$ cat config.mk
export PLATFORM = sky130hd
export DESIGN_NAME = branch_bit_control_decoder
export DESIGN_NICKNAME = d
export VERILOG_FILES = /design/src/bbc_pkg.sv /design/src/ret_stack_if.sv /design/src/return_stack.sv /design/src/branch_bit_control_decoder.sv
export SDC_FILE = /design/constraint.sdc
export NUM_CORES = 1
export LEC_CHECK = 0
export BUFFER_PORTS_ARGS = -buffer_cell sky130_fd_sc_hd__buf_2
export CORE_MARGIN = 5
export CORE_UTILIZATION = 60
export CTS_CLUSTER_DIAMETER = 100
export DETAILED_ROUTE_END_ITERATION = 10
export GPL_TIMING_DRIVEN = 0
export PLACE_DENSITY_LB_ADDON = 0.3
export SLEW_MARGIN = 20
export SYNTH_ARGS = -nofsm -noshare
export SYNTH_HDL_FRONTEND = slang
export SYNTH_HIERARCHICAL = 1
export SYNTH_SLANG_ARGS = --single-unit
$ cat constraint.sdc
create_clock -name clk -period 4 [get_ports clk]
set_input_delay 0.2 -clock clk [delete_from_list [all_inputs] [get_ports clk]]
set_output_delay 0.2 -clock clk [all_outputs]
set_load 0.03 [all_outputs]
$ cat src/bbc_pkg.sv
// Constants, opcode columns and phase type for the branch, bit and control decoder.
// Assumes an 8-bit opcode stream and a 12-bit program counter.
package bbc_pkg;
	localparam int PC_W   = 12;
	localparam int DATA_W = 8;

	localparam logic [11:0] RESET_PC = 12'h000;

	// Low-nibble opcode columns
	localparam logic [3:0] COL_BR_NZ      = 4'h0;
	localparam logic [3:0] COL_CALL       = 4'h1;
	localparam logic [3:0] COL_BR_NC      = 4'h2;
	localparam logic [3:0] COL_BIT_TEST   = 4'h3;
	localparam logic [3:0] COL_BR_Z       = 4'h4;
	localparam logic [3:0] COL_BR_C       = 4'h6;
	localparam logic [3:0] COL_JUMP       = 4'h9;
	localparam logic [3:0] COL_BIT_DIRECT = 4'hB;

	// Inherent control opcodes
	localparam logic [7:0] OP_NOP      = 8'h04;
	localparam logic [7:0] OP_SUB_EXIT = 8'hCD;
	localparam logic [7:0] OP_INT_EXIT = 8'h4D;
	localparam logic [7:0] OP_STOP     = 8'h6D;
	localparam logic [7:0] OP_WAIT     = 8'hED;

	// Opcode field positions
	localparam int BIT_IDX_LSB = 5;
	localparam int SEL_BIT     = 4;
	localparam int DISP_LSB    = 3;

	// Cycle counts per instruction
	localparam logic [2:0] CYC_SHORT      = 3'h2;
	localparam logic [2:0] CYC_CTRL       = 3'h2;
	localparam logic [2:0] CYC_EXT        = 3'h4;
	localparam logic [2:0] CYC_BIT_DIRECT = 3'h4;
	localparam logic [2:0] CYC_BIT_TEST   = 3'h5;

	// Byte lengths used for the fall-through address
	localparam logic [11:0] LEN_ONE   = 12'h001;
	localparam logic [11:0] LEN_TWO   = 12'h002;
	localparam logic [11:0] LEN_THREE = 12'h003;

	typedef enum logic [2:0] {
		ST_FETCH  = 3'b000,
		ST_OPCODE = 3'b001,
		ST_OPER1  = 3'b010,
		ST_OPER2  = 3'b011,
		ST_EXEC   = 3'b100
	} phase_t;
endpackage

$ cat src/ret_stack_if.sv
// Push and pop signals between the decoder and its return address stack.
// Assumes one push or one pop per clock at most.
`timescale 1ns/100ps
interface ret_stack_if;
	logic        push;
	logic        pop;
	logic [11:0] push_addr;
	logic [11:0] top;
	modport owner (output push, output pop, output push_addr, input top);
	modport store (input push, input pop, input push_addr, output top);
endinterface

$ cat src/return_stack.sv
// Small circular return address stack.
// Assumes the decoder never pushes and pops in the same cycle.
`timescale 1ns/100ps
module return_stack #(
	parameter int DEPTH = 4
) (
	input  wire logic   clk,
	input  wire logic   rst_b,
	ret_stack_if.store  rs
);
	import bbc_pkg::*;

	localparam int PTR_W = $clog2(DEPTH);

	logic [11:0]      slot [DEPTH];
	logic [PTR_W-1:0] ptr;

	// Overflow silently overwrites the oldest entry, as a plain hardware stack does
	always_ff @(posedge clk or negedge rst_b)
	begin
		if (!rst_b)
			ptr <= '0;
		else if (rs.push)
			ptr <= ptr + 1'b1;
		else if (rs.pop)
			ptr <= ptr - 1'b1;
	end

	always_ff @(posedge clk)
	begin
		if (rs.push)
			slot[ptr] <= rs.push_addr;
	end

	assign rs.top = slot[ptr - 1'b1];
endmodule

$ cat src/branch_bit_control_decoder.sv
// Decoder and sequencer for relative branches, bit test and branch, bit set and clear,
// long jump, call and the inherent control instructions.
// Assumes program memory answers one cycle after pm_addr, and data memory reads
// combinationally from dm_addr and writes on dm_we.
`timescale 1ns/100ps
module branch_bit_control_decoder #(
	parameter int STACK_DEPTH = 4
) (
	input  wire logic               clk,
	input  wire logic               rst_b,
	output logic [bbc_pkg::PC_W-1:0]   pm_addr,
	input  wire logic [bbc_pkg::DATA_W-1:0] pm_rdata,
	output logic [bbc_pkg::DATA_W-1:0] dm_addr,
	output logic [bbc_pkg::DATA_W-1:0] dm_wdata,
	output logic                    dm_we,
	input  wire logic [bbc_pkg::DATA_W-1:0] dm_rdata,
	input  wire logic               watchdog_sel,
	input  wire logic               int_saved_z,
	input  wire logic               int_saved_c,
	output logic                    flag_z,
	output logic                    flag_c,
	output logic                    stop_req,
	output logic                    wait_req,
	output logic                    instr_done
);
	import bbc_pkg::*;

	phase_t      phase;
	logic [11:0] pc;
	logic [7:0]  op;
	logic [7:0]  oper1;
	logic        test_bit;
	logic [7:0]  cur_op;
	logic [2:0]  n_cyc;
	logic        last;
	logic [11:0] next_pc;
	logic        is_short;
	logic        short_taken;
	logic [2:0]  bit_idx;

	ret_stack_if rs ();

	return_stack #(
		.DEPTH (STACK_DEPTH)
	) u_stack (
		.clk   (clk),
		.rst_b (rst_b),
		.rs    (rs.store)
	);

	function automatic logic [2:0] cycles_of(input logic [7:0] o);
		if (o[3:0] == COL_BIT_TEST)
			return CYC_BIT_TEST;
		else if (o[3:0] == COL_BIT_DIRECT)
			return CYC_BIT_DIRECT;
		else if (o[3:0] == COL_CALL || o[3:0] == COL_JUMP)
			return CYC_EXT;
		else if (o[3:0] == OP_WAIT[3:0])
			return CYC_CTRL;
		else
			return CYC_SHORT;
	endfunction

	// Column decode
	// Bit 3 is the low displacement bit, so columns 8 to E repeat the lower four
	function automatic logic short_col(input logic [7:0] o);
		return o[2:0] == COL_BR_NZ[2:0] || o[2:0] == COL_BR_NC[2:0]
			|| o[2:0] == COL_BR_Z[2:0] || o[2:0] == COL_BR_C[2:0];
	endfunction

	assign cur_op  = (phase == ST_OPCODE) ? pm_rdata : op;
	assign n_cyc   = cycles_of(cur_op);
	assign last    = (phase == phase_t'(n_cyc - 3'h1));
	assign bit_idx = op[BIT_IDX_LSB +: 3];

	always_comb
	begin
		is_short = short_col(cur_op);
		case (cur_op[2:0])
			COL_BR_NZ[2:0]: short_taken = !flag_z;
			COL_BR_NC[2:0]: short_taken = !flag_c;
			COL_BR_Z[2:0]:  short_taken = flag_z;
			default:        short_taken = flag_c;
		endcase
	end

	// Opcode 04 is a zero-span zero branch, which lands on the next byte anyway
	always_comb
	begin
		next_pc      = pc + LEN_ONE;
		rs.push      = 1'b0;
		rs.pop       = 1'b0;
		rs.push_addr = pc + LEN_TWO;
		if (is_short)
		begin
			if (short_taken)
				next_pc = pc + LEN_ONE + {{7{cur_op[7]}}, cur_op[DISP_LSB +: 5]};
		end
		else if (cur_op[3:0] == COL_CALL || cur_op[3:0] == COL_JUMP)
		begin
			next_pc = {cur_op[7:4], oper1};
			rs.push = last && (cur_op[3:0] == COL_CALL);
		end
		else if (cur_op[3:0] == COL_BIT_TEST)
		begin
			if (test_bit == cur_op[SEL_BIT])
				next_pc = pc + LEN_TWO + {{4{oper1[7]}}, oper1};
			else
				next_pc = pc + LEN_THREE;
		end
		else if (cur_op[3:0] == COL_BIT_DIRECT)
			next_pc = pc + LEN_TWO;
		else if (cur_op == OP_SUB_EXIT || cur_op == OP_INT_EXIT)
		begin
			next_pc = rs.top;
			rs.pop  = last;
		end
	end

	always_ff @(posedge clk or negedge rst_b)
	begin
		if (!rst_b)
			phase <= ST_FETCH;
		else if (last)
			phase <= ST_FETCH;
		else
			phase <= phase_t'(phase + 3'h1);
	end

	always_ff @(posedge clk or negedge rst_b)
	begin
		if (!rst_b)
		begin
			pc      <= RESET_PC;
			pm_addr <= RESET_PC;
		end
		else if (last)
		begin
			pc      <= next_pc;
			pm_addr <= next_pc;
		end
		else if (phase == ST_FETCH || phase == ST_OPCODE)
			pm_addr <= pm_addr + LEN_ONE;
	end

	always_ff @(posedge clk or negedge rst_b)
	begin
		if (!rst_b)
		begin
			op    <= 8'h00;
			oper1 <= 8'h00;
		end
		else if (phase == ST_OPCODE)
			op <= pm_rdata;
		else if (phase == ST_OPER1 || (phase == ST_OPER2 && op[3:0] == COL_BIT_TEST))
			oper1 <= pm_rdata;
	end

	// Data access for bit test and bit direct
	always_ff @(posedge clk or negedge rst_b)
	begin
		if (!rst_b)
		begin
			dm_addr  <= 8'h00;
			dm_wdata <= 8'h00;
			dm_we    <= 1'b0;
			test_bit <= 1'b0;
		end
		else
		begin
			dm_we <= 1'b0;
			if (phase == ST_OPER1 && (op[3:0] == COL_BIT_TEST || op[3:0] == COL_BIT_DIRECT))
				dm_addr <= pm_rdata;
			if (phase == ST_OPER2 && op[3:0] == COL_BIT_TEST)
				test_bit <= dm_rdata[bit_idx];
			if (phase == ST_OPER2 && op[3:0] == COL_BIT_DIRECT)
			begin
				dm_wdata          <= dm_rdata;
				dm_wdata[bit_idx] <= op[SEL_BIT];
				dm_we             <= 1'b1;
			end
		end
	end

	// Only bit test and interrupt exit touch the flags
	always_ff @(posedge clk or negedge rst_b)
	begin
		if (!rst_b)
		begin
			flag_z <= 1'b0;
			flag_c <= 1'b0;
		end
		else if (phase == ST_OPER2 && op[3:0] == COL_BIT_TEST)
			flag_c <= dm_rdata[bit_idx];
		else if (last && cur_op == OP_INT_EXIT)
		begin
			flag_z <= int_saved_z;
			flag_c <= int_saved_c;
		end
	end

	always_ff @(posedge clk or negedge rst_b)
	begin
		if (!rst_b)
		begin
			stop_req   <= 1'b0;
			wait_req   <= 1'b0;
			instr_done <= 1'b0;
		end
		else
		begin
			instr_done <= last;
			stop_req   <= last && cur_op == OP_STOP && !watchdog_sel;
			wait_req   <= last && (cur_op == OP_WAIT || (cur_op == OP_STOP && watchdog_sel));
		end
	end
endmodule

==> results.cfg <==
[outcome]
outcome = finished clean

[yosys]
synth_ff_type = dfrtp_1
syn_area_per_cell_sq_um = 10.33
ys_top_cells_by_area = dfrtp_1, edfxtp_1, ha_1
synth_nets = 804
syn_inst = 741
yosysTopAreaCellShare_pct = 22.24
ys_seq_area_share_pct = 41.08
synth_top_cell_by_area = dfrtp_1
synth_edf_count = 48
yosys_register_bits = 116
synth_warnings = 6
synth_area_sq_um = 7651
ys_types = 85
async_flop_share_pct = 58.62

[critical_path]
cp_data_arrival_time_ns = 4.02
cp_slowest_stage_delay_ns = 0.52
reg2reg_setup_slack_ns = 0.07
crit_top_cell = clkbuf_1
r2r_end = u_stack/slot[0][10]
rr_worst_depth = 10
critPathCaptureType = register
worst-path-max-fanout = 12
r2r-start = phase[1]
critPathKind = register to register
required_ns = 4.09
cp_cell_sequence = inv_1, ha_1, nor2b_2, o21ai_1, or4_1, o21a_1, clkbuf_1, clkbuf_1, nor3_4, and2_2
startpoint_type = register
slowest_stage = or4_1

[worst_hold_path]
hold_path.class = input pin to register
hold_path_end = dm_addr[7]
hold_depth = 2
hold_start = pm_rdata[7]

[cts]
cts_tree = done
cts_max_path_buffers = 2
h-tree-depth = 4
clkSlewWorstSetupHoldPaths_ns = 0.06
root_buffer = clkbuf_16
cts_buffers = 17
cts.sinks = 116
clkLatencyLatePin_ns = 0.44

[timing]
maxSlewHeadroom_pct = 34.88
drv_slew = 0
period_share_pct = 98.26
rsz0062_at_grt = true
setup_violations = 0
fin_crit_ns = 3.930
clock_skew_ns = 0.009995
hold_viol = 0
tightest_slew_ns = 0.9732
fmax_mhz = 254.4

[placement]
dp_cells = 968
dpl.hpwl_mm = 16.95
gp_congestion = 0.9978
portBuffers = 54

[final_layout]
antenna_cells = 0
layout-drive-gt1-share_pct = 19.45
area_growth_pct = 16.27
nFillCells = 921
final_cells = 1005
fin_util_pct = 70.78
final_cell_mix = dfrtp_1, nand2_1, buf_2
layout_commonest_cell = dfrtp_1
finalNetCount = 883

[die]
fp.coreArea_sq_um = 12570
die-area_sq_um = 15110
rows = 41
die_height_microns = 122.9
ioPinCount = 55
initial_core_util_pct = 60.88
die_x_microns = 122.9

[flow_run]
maxCapViolations = 0

[grt]
grt_pass1_wl_mm = 35.80
grt_use_total_pct = 32.22
grt_max_degree = 45
antenna_found_initial = 0
grt_pass1_vias = 6412
overflow = 0

[routing]
drt-initial-drc-count = 701
routed_wl_mm = 23.43
wl_per_cell_microns = 23.31
drtAntennaViolNets = 0
drc_errors = 0
via_count = 6570
via_per_inst = 6.537
dr.pass1.iters = 8
[cells in the mapped netlist, drive strengths merged (4+ instances only)]
| cell type | number |
|---|---|
| dfrtp | 68 |
| nand2 | 67 |
| edfxtp | 48 |
| nor2 | 44 |
| ha | 40 |
| o21ai | 37 |
| inv | 30 |
| xnor2 | 29 |
| a21oi | 28 |
| clkbuf | 25 |
| mux2 | 25 |
| nand3 | 23 |
| nor3 | 21 |
| mux2i | 20 |
| xor2 | 19 |
| mux4 | 12 |
| a31oi | 11 |
| nand2b | 11 |
| nand4 | 11 |
| buf | 10 |
| a21o | 9 |
| o211ai | 9 |
| o21a | 9 |
| and2 | 8 |
| and4 | 7 |
| nand3b | 7 |
| nor2b | 7 |
| a311oi | 6 |
| and3 | 6 |
| o311ai | 6 |
| nand4b | 5 |
| nor3b | 5 |
| o31ai | 5 |
| or3 | 5 |
| nor4 | 4 |
| o2111ai | 4 |
| or2 | 4 |
| or4 | 4 |
[worst max path at each step]
stage | start | to | slack, ns
2_1_floorplan | phase[1] | pc[11] | 0.59
3_3_place_gp | pc[2] | pm_addr[8] | -0.42
3_5_place_dp | pc[2] | pm_addr[8] | -0.42
4_1_cts | phase[1] | u_stack/slot[0][10] | 0.04
5_1_grt | phase[1] | u_stack/slot[1][6] | -0.05
6_report | phase[1] | u_stack/slot[0][10] | 0.07
[layout make-up]
cell class              count  area, sq um  area share [%]
multi-input cells         559         4328           48.65
flip-flops and latches    116         3143           35.33
clock buffers              18        429.2           4.824
repair buffers             60        345.3           3.882
well taps                 172        215.2           2.419
plain buffers              35        177.7           1.997
clock inverters            14        141.4           1.589
inverters                  31        116.4           1.308
[stage by stage]
stage / TNS (ns) / hold WS [ns] / cell area (sq um) / setup slack, ns
after CTS: 0 / 0.05966 / 8801 / 0.03620
after detailed placement: -18.08 / 0.1324 / 8167 / -0.4182
after global routing: -1.459 / 0.07364 / 8896 / -0.05418
after floorplan: 0 / -0.09559 / 7651 / 0.5918
final: 0 / 0.06243 / 8896 / 0.06951
after global placement: -12.47 / 0.3728 / 8137 / -0.4218
[logic make-up after synthesis]
logic type,synth area share [%]
buffers and inverters,3.826
AND/OR/NAND/NOR,16.88
multiplexers,10.24
flip-flops,41.08
XOR/XNOR,5.495
adder cells (fa/ha/maj),7.065
AO/OA/AOI/OAI,15.42
[routing by layer]
layer	global-route usage, %	vias to the layer above	wire (microns)
li1	-	2954	-
met1	41.58	3184	9333
met2	51.59	347	10920
met3	7.640	85	2172
met4	15.05	0	998
met5	0	-	0
[registers in the layout, indices dropped and copies added (netlist names)]
signal,flops
u_stack/slot,48
u_stack/ptr,2
flag_z,1
wait_req,1
test_bit,1
pc,12
flag_c,1
dm_wdata,8
oper1,8
stop_req,1
phase,3
op,8
pm_addr,12
dm_we,1
instr_done,1
dm_addr,8
[critical path: cells and delay by family (launching register included)]
family | cells | cell delay [ns]
and+or+nand+nor | 4 | 1.66
DFF | 1 | 0.41
buffers and inverters | 3 | 0.78
adders and majority gates | 1 | 0.28
AOI/OAI and AO/OA | 2 | 0.43
[what timing repair did]
item / in CTS / in global routing
pin swaps: 0 / 1
hold endpoints to repair: 26 / 0
gates resized for setup: 10 / 13
hold buffers: 3 / 0
setup buffers: 0 / 2
endpoints found under the setup margin: 52 / 56
Power is not shown: default switching activity piles up to over one toggle a cycle in this logic, so the estimate is an artifact.
